===== config.mk =====
export PLATFORM = sky130hd
export DESIGN_NAME = owc_chan_access
export DESIGN_NICKNAME = d
export VERILOG_FILES = /design/src/owc_pkg.sv /design/src/owc_chan_access.sv
export SDC_FILE = /design/constraint.sdc
export NUM_CORES = 1
export LEC_CHECK = 0
export BUFFER_PORTS_ARGS = -buffer_cell sky130_fd_sc_hd__buf_4
export CAP_MARGIN = 30
export CORE_UTILIZATION = 60
export CTS_BUF_LIST = sky130_fd_sc_hd__clkbuf_2 sky130_fd_sc_hd__clkbuf_4 sky130_fd_sc_hd__clkbuf_8
export CTS_CLUSTER_SIZE = 8
export DETAILED_ROUTE_END_ITERATION = 10
export GPL_ROUTABILITY_DRIVEN = 0
export PLACE_DENSITY_LB_ADDON = 0.1
export REMOVE_ABC_BUFFERS = 1
export SLEW_MARGIN = 20
export SYNTH_ARGS = -nofsm -noshare
export SYNTH_HDL_FRONTEND = slang
export SYNTH_SLANG_ARGS = --single-unit

===== constraint.sdc =====
create_clock -name i_sys_clk -period 6.6 [get_ports i_sys_clk]
set_input_delay 0.99 -clock i_sys_clk [delete_from_list [all_inputs] [get_ports i_sys_clk]]
set_output_delay 0.99 -clock i_sys_clk [all_outputs]
set_load 0.03 [all_outputs]

===== src/owc_pkg.sv =====
// owc_pkg: constants, state codes and register record for the channel access block
// assumes a slot front end on the same 50 MHz clock that reports slot start and end
package owc_pkg;
   // memory function commands
   localparam logic [7:0]  CMD_RD_STATUS = 8'haa;
   localparam logic [7:0]  CMD_CHAN_ACC  = 8'hf5;
   // first control byte field positions
   localparam int          CB_CRC   = 0;
   localparam int          CB_SEL   = 2;
   localparam int          CB_IC    = 4;
   localparam int          CB_TOG   = 5;
   localparam int          CB_IM    = 6;
   localparam int          CB_CLR   = 7;
   // channel info byte field positions
   localparam int          IB_FF_A  = 0;
   localparam int          IB_FF_B  = 1;
   localparam int          IB_LVL_A = 2;
   localparam int          IB_LVL_B = 3;
   localparam int          IB_LAT_A = 4;
   localparam int          IB_LAT_B = 5;
   localparam int          IB_NCH   = 6;
   localparam int          IB_SUP   = 7;
   // channel select and crc mode codes
   localparam logic [1:0]  SEL_NONE = 2'h0;
   localparam logic [1:0]  SEL_B    = 2'h2;
   localparam logic [1:0]  SEL_AB   = 2'h3;
   localparam logic [1:0]  CRC_OFF  = 2'h0;
   localparam logic [1:0]  CRC_1    = 2'h1;
   localparam logic [1:0]  CRC_8    = 2'h2;
   localparam logic [5:0]  PKT_1    = 6'h01;
   localparam logic [5:0]  PKT_8    = 6'h08;
   localparam logic [5:0]  PKT_32   = 6'h20;
   localparam logic [15:0] CRC_POLY = 16'ha001;
   localparam logic [2:0]  STAT_LAST = 3'h7;
   localparam logic        HAS_CHAN_B = 1'b1;
   localparam logic        FF_RST   = 1'b1;
   // slot timing
   localparam int          CLK_NS      = 20;
   localparam int          WR1_MIN_NS  = 15000;
   localparam int          WR1_MAX_NS  = 60000;
   localparam int          WR0_MIN_NS  = 200;
   localparam int          WR0_MAX_NS  = 300;
   localparam logic [11:0] WR1_MIN_CYC = 12'((WR1_MIN_NS + CLK_NS - 1) / CLK_NS);
   localparam logic [11:0] WR1_MAX_CYC = 12'(WR1_MAX_NS / CLK_NS);
   localparam logic [11:0] WR0_MIN_CYC = 12'((WR0_MIN_NS + CLK_NS - 1) / CLK_NS);
   localparam logic [11:0] WR0_MAX_CYC = 12'(WR0_MAX_NS / CLK_NS);

   typedef enum logic [6:0] {
      ST_CMD  = 7'h01,
      ST_ARG  = 7'h02,
      ST_INFO = 7'h04,
      ST_CHAN = 7'h08,
      ST_CRC  = 7'h10,
      ST_SDAT = 7'h20,
      ST_IDLE = 7'h40
   } owc_state_type;

   typedef struct packed {
      owc_state_type st;
      owc_state_type ret;
      logic [4:0]    bcnt;
      logic [5:0]    pcnt;
      logic [7:0]    rx;
      logic [15:0]   tx;
      logic [7:0]    arg;
      logic [7:0]    cmd;
      logic [7:0]    ctl;
      logic [15:0]   crc;
      logic [2:0]    adr;
      logic          rd;
      logic          chb;
      logic          hb;
      logic          ha;
      logic [11:0]   scnt;
      logic [11:0]   pcd;
      logic          p_one;
      logic          pa_en;
      logic          pb_en;
      logic          pa_v;
      logic          pb_v;
      logic          ff_a;
      logic          ff_b;
      logic          lat_a;
      logic          lat_b;
      logic          tx_bit;
      logic          tx_en;
      logic          oe_a;
      logic          oe_b;
      logic          pin_lo;
   } owc_regs_type;

   localparam owc_regs_type REGS_RST = '{st: ST_CMD, ret: ST_IDLE, ff_a: FF_RST,
                                         ff_b: FF_RST, default: '0};

   // one bit of the reflected crc16, lsb first
   function automatic logic [15:0] owc_crc_step(input logic [15:0] c, input logic b);
      logic [15:0] s;
      s = {1'b0, c[15:1]};
      if (c[0] ^ b) s = s ^ CRC_POLY;
      return s;
   endfunction : owc_crc_step
endpackage : owc_pkg


===== src/owc_chan_access.sv =====
// owc_chan_access: status read and pio channel access command interpreter
// assumes a slot front end on i_sys_clk that strips rom commands and
// reports each slot start, end and written bit; pins are open drain
`timescale 1ns/1ps
`default_nettype none

module owc_chan_access (
   // clock and reset
   input  wire logic        i_sys_clk,
   input  wire logic        i_rstn,
   // slot front end
   input  wire logic        i_bus_reset,
   input  wire logic        i_slot_start,
   input  wire logic        i_slot_end,
   input  wire logic        i_slot_bit,
   output var  logic        o_tx_en,
   output var  logic        o_tx_bit,
   // status memory contents, byte n at bits 8n+7..8n
   input  wire logic [63:0] i_status_mem,
   // channel pins and supply sense
   input  wire logic        i_pin_a,
   output var  logic        o_pin_a,
   output var  logic        o_pin_a_oe,
   input  wire logic        i_pin_b,
   output var  logic        o_pin_b,
   output var  logic        o_pin_b_oe,
   input  wire logic        i_ext_supply
);
   import owc_pkg::*;

   owc_regs_type r;
   owc_regs_type next_r;
   logic [2:0]   sa;
   logic [2:0]   sb;
   logic [1:0]   sv;
   logic         edge_a;
   logic         edge_b;
   logic         lvl_a;
   logic         lvl_b;
   logic [1:0]   sel;
   logic         sync_ab;
   logic         wr_go;

   ////////////////////////////////////////////////////////////////////////
   // pin synchronisers; third stage only feeds the edge detect
   always_ff @(posedge i_sys_clk or negedge i_rstn) begin
      if (!i_rstn) begin
         sa <= 3'h7;
         sb <= 3'h7;
         sv <= 2'h0;
      end else begin
         sa <= {sa[1:0], i_pin_a};
         sb <= {sb[1:0], i_pin_b};
         sv <= {sv[0], i_ext_supply};
      end
   end

   assign lvl_a   = sa[1];
   assign lvl_b   = sb[1];
   assign edge_a  = sa[1] ^ sa[2];
   assign edge_b  = sb[1] ^ sb[2];
   assign sel     = r.ctl[CB_SEL +: 2];
   assign sync_ab = (sel == SEL_AB) && r.ctl[CB_IC];
   // a write slot that commits a pending pin change
   assign wr_go   = i_slot_end && (r.st == ST_CHAN) && !r.rd && !(sync_ab && !r.chb);

   ////////////////////////////////////////////////////////////////////////
   // protocol, slot timing and channel state
   always_comb begin
      logic       bitv;
      logic       bend;
      logic [5:0] pk;
      next_r = r;
      bitv   = r.tx_en ? r.tx_bit : i_slot_bit;
      bend   = (r.bcnt == 5'h07);
      pk     = (r.ctl[CB_CRC +: 2] == CRC_1) ? PKT_1 :
               (r.ctl[CB_CRC +: 2] == CRC_8) ? PKT_8 : PKT_32;
      if (i_slot_start) next_r.scnt = '0;
      else if (r.scnt != 12'hfff) next_r.scnt = 12'(r.scnt + 12'h001);
      if (r.pcd != '0) next_r.pcd = 12'(r.pcd - 12'h001);
      if (r.pcd == 12'h001) begin
         if (r.pa_en) next_r.ff_a = r.pa_v;
         if (r.pb_en) next_r.ff_b = r.pb_v;
         next_r.pa_en = 1'b0;
         next_r.pb_en = 1'b0;
      end
      next_r.oe_a = ~r.ff_a;
      next_r.oe_b = ~r.ff_b & HAS_CHAN_B;

      // present the bit for this slot
      if (i_slot_start) begin
         next_r.tx_en = 1'b0;
         unique case (r.st)
            ST_INFO, ST_CRC, ST_SDAT: begin
               next_r.tx_en  = 1'b1;
               next_r.tx_bit = r.tx[0];
            end
            ST_CHAN: if (r.rd) begin
               next_r.tx_en = 1'b1;
               if (sync_ab) begin
                  // b is held from the a slot; its own slot samples nothing
                  if (!r.chb) begin
                     next_r.tx_bit = lvl_a;
                     next_r.hb     = lvl_b;
                  end else begin
                     next_r.tx_bit = r.hb;
                  end
               end else begin
                  next_r.tx_bit = r.chb ? lvl_b : lvl_a;
               end
            end
            ST_CMD, ST_ARG, ST_IDLE: ;
            default: next_r.st = ST_IDLE;
         endcase
      end

      // take the bit at slot end
      if (i_slot_end) begin
         next_r.tx_en = 1'b0;
         next_r.rx    = {bitv, r.rx[7:1]};
         next_r.tx    = {1'b1, r.tx[15:1]};
         next_r.bcnt  = 5'(r.bcnt + 5'h01);
         if (r.st != ST_CRC) next_r.crc = owc_crc_step(r.crc, bitv);
         unique case (r.st)
            ST_CMD: if (bend) begin
               next_r.bcnt = '0;
               next_r.cmd  = next_r.rx;
               next_r.pcnt = '0;
               next_r.st   = (next_r.rx == CMD_RD_STATUS || next_r.rx == CMD_CHAN_ACC) ?
                             ST_ARG : ST_IDLE;
            end
            ST_ARG: if (bend) begin
               next_r.bcnt = '0;
               if (r.pcnt == '0) begin
                  next_r.arg  = next_r.rx;
                  next_r.pcnt = 6'h01;
               end else if (r.cmd == CMD_RD_STATUS) begin
                  // channel crc mode is not consulted here
                  next_r.adr = r.arg[2:0];
                  next_r.tx  = ~next_r.crc;
                  next_r.st  = ST_CRC;
                  next_r.ret = ST_SDAT;
               end else begin
                  // second control byte is reserved and not decoded
                  next_r.ctl = r.arg;
                  next_r.rd  = r.arg[CB_IM];
                  next_r.chb = (r.arg[CB_SEL +: 2] == SEL_B);
                  if (r.arg[CB_CLR]) begin
                     next_r.lat_a = 1'b0;
                     next_r.lat_b = 1'b0;
                  end
                  next_r.tx[IB_FF_A]  = r.ff_a;
                  next_r.tx[IB_FF_B]  = r.ff_b;
                  next_r.tx[IB_LVL_A] = lvl_a;
                  next_r.tx[IB_LVL_B] = lvl_b;
                  next_r.tx[IB_LAT_A] = next_r.lat_a;
                  next_r.tx[IB_LAT_B] = next_r.lat_b;
                  next_r.tx[IB_NCH]   = HAS_CHAN_B;
                  next_r.tx[IB_SUP]   = sv[1];
                  next_r.tx[15:8]     = 8'hff;
                  next_r.st = (r.arg[CB_SEL +: 2] == SEL_NONE) ? ST_IDLE : ST_INFO;
               end
            end
            ST_INFO: if (bend) begin
               next_r.bcnt = '0;
               next_r.pcnt = '0;
               next_r.st   = ST_CHAN;
            end
            ST_CHAN: begin
               if (!r.rd) begin
                  if (sync_ab && !r.chb) begin
                     next_r.ha = bitv;
                  end else if (sync_ab) begin
                     next_r.pa_en = 1'b1;
                     next_r.pb_en = 1'b1;
                     next_r.pa_v  = r.ha;
                     next_r.pb_v  = bitv;
                  end else if (r.chb) begin
                     next_r.pb_en = 1'b1;
                     next_r.pb_v  = bitv;
                  end else begin
                     next_r.pa_en = 1'b1;
                     next_r.pa_v  = bitv;
                  end
                  if (wr_go) begin
                     next_r.p_one = bitv;
                     if (!bitv) next_r.pcd = WR0_MIN_CYC;
                     else if (r.scnt < WR1_MIN_CYC) next_r.pcd = 12'(WR1_MIN_CYC - r.scnt);
                     else next_r.pcd = 12'h001;
                  end
               end
               if (sel == SEL_AB) next_r.chb = ~r.chb;
               if (bend) begin
                  next_r.bcnt = '0;
                  if (r.ctl[CB_TOG]) next_r.rd = ~r.rd;
                  next_r.pcnt = 6'(r.pcnt + 6'h01);
                  if (r.ctl[CB_CRC +: 2] != CRC_OFF && next_r.pcnt == pk) begin
                     next_r.pcnt = '0;
                     next_r.tx   = ~next_r.crc;
                     next_r.st   = ST_CRC;
                     next_r.ret  = ST_CHAN;
                  end
               end
            end
            ST_CRC: if (r.bcnt == 5'h0f) begin
               next_r.bcnt = '0;
               next_r.crc  = '0;
               next_r.st   = r.ret;
               next_r.tx   = {8'hff, i_status_mem[8 * r.adr +: 8]};
            end
            ST_SDAT: if (bend) begin
               next_r.bcnt = '0;
               if (r.adr == STAT_LAST) begin
                  next_r.tx  = ~next_r.crc;
                  next_r.st  = ST_CRC;
                  next_r.ret = ST_IDLE;
               end else begin
                  next_r.adr = 3'(r.adr + 3'h1);
                  next_r.tx  = {8'hff, i_status_mem[8 * next_r.adr +: 8]};
               end
            end
            ST_IDLE: ;
            default: next_r.st = ST_IDLE;
         endcase
      end

      // a bus reset restarts the command; pins and latches keep their state
      if (i_bus_reset) begin
         next_r.st    = ST_CMD;
         next_r.bcnt  = '0;
         next_r.pcnt  = '0;
         next_r.crc   = '0;
         next_r.tx_en = 1'b0;
      end
      // set after clear so an edge in the clearing cycle is kept
      if (edge_a) next_r.lat_a = 1'b1;
      if (edge_b) next_r.lat_b = 1'b1;
   end

   always_ff @(posedge i_sys_clk or negedge i_rstn) begin
      if (!i_rstn) r <= REGS_RST;
      else r <= next_r;
   end

   assign o_tx_en    = r.tx_en;
   assign o_tx_bit   = r.tx_bit;
   assign o_pin_a    = r.pin_lo;
   assign o_pin_b    = r.pin_lo;
   assign o_pin_a_oe = r.oe_a;
   assign o_pin_b_oe = r.oe_b;
endmodule : owc_chan_access
`default_nettype wire


==> results.sh <==
export IMPL_status="complete, no violations"
export IMPL_critPathCaptureType="register"
export IMPL_drv_cap=0
export IMPL_worstRegToRegCells=6
export IMPL_drc=0
export IMPL_nets=1023
export IMPL_cts_clk_slew_worst_paths_ps=90
export IMPL_setup_viol=0
export IMPL_switching_share=0.3162
export IMPL_rrSetupSlack_ps=3250
export IMPL_fmax_mhz=298.3
export IMPL_clkSinkCount=133
export IMPL_ctsHoldBuffers=0
export IMPL_synth_cell_type_count=92
export IMPL_relSlewSlack=0.3356
export IMPL_synth_xor_area_frac=0.03784
export IMPL_wire_per_inst_um=20.68
export IMPL_power_frac_comb=0.175
export IMPL_insertion_delay_ps=470
export IMPL_synth_edff_count=0
export IMPL_synth_compound_area_frac=0.1862
export IMPL_fin_tns_setup_ps=0
export IMPL_cp_arrival_ps=3740
export IMPL_cts_repair_resized=0
export IMPL_clkPwrFrac=0.361
export IMPL_grt_max_degree=69
export IMPL_muxShareOfSynthArea=0.1551
export IMPL_power_switching_mw=0.6577
export IMPL_grt_antenna_before_repair=0
export IMPL_total_power_mw=2.080
export IMPL_area_growth_pct=11.58
export IMPL_criticalPathCategory="register to register"
export IMPL_holdWs_ps=354.5
export IMPL_cts_tree="yes"
export IMPL_start_util=0.6239
export IMPL_p_leak_nw=4.171
export IMPL_synthTopCellsByArea="dfrtp_1, mux4_2, nor2_1, dfstp_2, mux2i_1"
export IMPL_drive_gt1_frac=0.2156
export IMPL_rsz0062_at_grt="no"
export IMPL_ys_seq_elements=133
export IMPL_startpoint="r[130]"
export IMPL_final_area_sq_um=9813
export IMPL_diodes=0
export IMPL_finalHoldViolCount=0
export IMPL_port_buffers=76
export IMPL_yosysTopAreaCellShare=0.3500
export IMPL_synthAdderAreaFrac=0.02419
export IMPL_synth_seq_area_share=0.3799
export IMPL_hp_class="register to register"
export IMPL_final_cell_mix="dfrtp_1, nor2_1, buf_4"
export IMPL_grt_pass1_wl_um=37760
export IMPL_yosysWarnings=0
export IMPL_final_common_cell="dfrtp_1"
export IMPL_placed_area_sq_um=9353
export IMPL_clock_skew_ps=15.71
export IMPL_row_count=43
export IMPL_crit_end="r[92]"
export IMPL_vias=7579
export IMPL_gr_total_overflow=0
export IMPL_drt_wl_total_um=23290
export IMPL_fin_crit_ps=3353
export IMPL_r2r_start="r[130]"
export IMPL_numCtsBuffers=17
export IMPL_fin_util=0.6962
export IMPL_cp_max_fo=13
export IMPL_synthArstFlopShare=1.000
export IMPL_synth_avg_cell_area_sq_um=9.915
export IMPL_die_w_um=123.1
export IMPL_syn_inst=887
export IMPL_worst_slew_pin_slew_ps=989.0
export IMPL_dr_pass1_iters=6
export IMPL_yosysTopAreaCell="dfrtp_1"
export IMPL_synth_top_family_by_area="compound AO/OA/AOI/OAI gates"
export IMPL_dieArea_sq_um=15150
export IMPL_antenna_left=0
export IMPL_grtUsageTotal=0.3279
export IMPL_die_h_um=123.1
export IMPL_ctsHtreeMaxLevel=4
export IMPL_required_ps=6990
export IMPL_netlist_area_sq_um=8795
export IMPL_power_density_nw_per_um2=212.0
export IMPL_first_iter_violations=1010
export IMPL_yosys_area_share_simple=0.1770
export IMPL_critPathLaunchType="register"
export IMPL_seqPwrFrac=0.465
export IMPL_cts_root_buffer="clkbuf_8"
export IMPL_p_int_mw=1.422
export IMPL_synthFlopType="dfrtp_1"
export IMPL_clockBufferDepth=2
export IMPL_hpwl_um=16420
export IMPL_peakVddDrop_mv=0.2344
export IMPL_core_area_sq_um=14100
export IMPL_slew_violations=0
export IMPL_io_pins=79
export IMPL_post_cts_buffers=0
export IMPL_via_per_inst=6.731
export IMPL_grt_pass1_vias=7330
export IMPL_finalCritPeriodShare=0.5080
export IMPL_r2r_end="r[92]"
==> critical path, cell delays in order, from the launching register on <==
cell and delay (ps):
dfrtp_1 570, nor2_1 770, nand3_1 740, or3_1 640
o221ai_1 290, a21oi_1 80, a31oi_1 180
==> per-layer routing <==
layer,track usage,part of all wire,vias up
met3,0.07242,0.081,69
met1,0.4596,0.44,3708
met2,0.4961,0.46,364
met4,0.1295,0.027,0
met5,0,0,-
li1,-,-,3438
==> registers in the layout, summed over array words and instances (netlist names) <==
signal      count
r             121
sa              3
sb              3
sv              2
o_pin_a_oe      1
o_pin_b_oe      1
o_tx_bit        1
o_tx_en         1
==> cell families (layout without fill, tap and decap cells) <==
group,count (synthesis),in the layout
compound gates,250,250
xor+xnor,38,38
fa+ha+maj,17,17
buf+inv,76,134
flops,133,133
mux,92,92
other cells,1,2
simple gates,280,280
==> stage by stage <==
step	std cells	setup slack, ps
2_1_floorplan	832	3252
3_3_place_gp	1091	3157
3_5_place_dp	1091	3081
4_1_cts	1123	3055
5_1_grt	1126	3147
6_report	1126	3247
==> power groups by stage <==
stage	combinational, mW	clock, mW	sequential [mW]
2_1_floorplan	0.237	0	0.963
3_3_place_gp	0.345	0	0.977
3_5_place_dp	0.356	0	0.984
4_1_cts	0.359	0.760	0.968
5_1_grt	0.402	0.798	0.977
6_report	0.364	0.750	0.966
==> synthesized netlist by cell type, types with 20 or more instances <==
master,number
a31oi_1,27
mux2i_1,26
nand2_1,53
nand3_1,25
clkbuf_1,25
xnor2_1,22
o21ai_1,30
o21ai_0,44
a21oi_1,43
dfrtp_1,123
inv_1,20
mux4_2,32
nor2_1,98
o22ai_1,20
==> worst min path at each step <==
| stage | startpoint | end | slack, ps | cells past startpoint |
|---|---|---|---|---|
| after CTS | sb[0] | sb[1] | 360 | 0 |
| after global placement | sv[0] | sv[1] | 340 | 0 |
| after detailed placement | sv[0] | sv[1] | 340 | 0 |
| final | sb[0] | sb[1] | 350 | 0 |
| after floorplan | sv[0] | sv[1] | 330 | 0 |
| after global routing | sb[0] | sb[1] | 360 | 0 |
==> layout make-up <==
type / instances / area [sq um]
repair buffers: 82 / 626.9
multi-input cells: 679 / 5115
well taps: 180 / 225.2
fillers: 1070 / 4283
flip-flops and latches: 133 / 3341
clock buffers: 17 / 234.0
clock inverters: 15 / 196.4
inverters: 20 / 75.07
No activity file was read; power rests on OpenSTA's default activity.
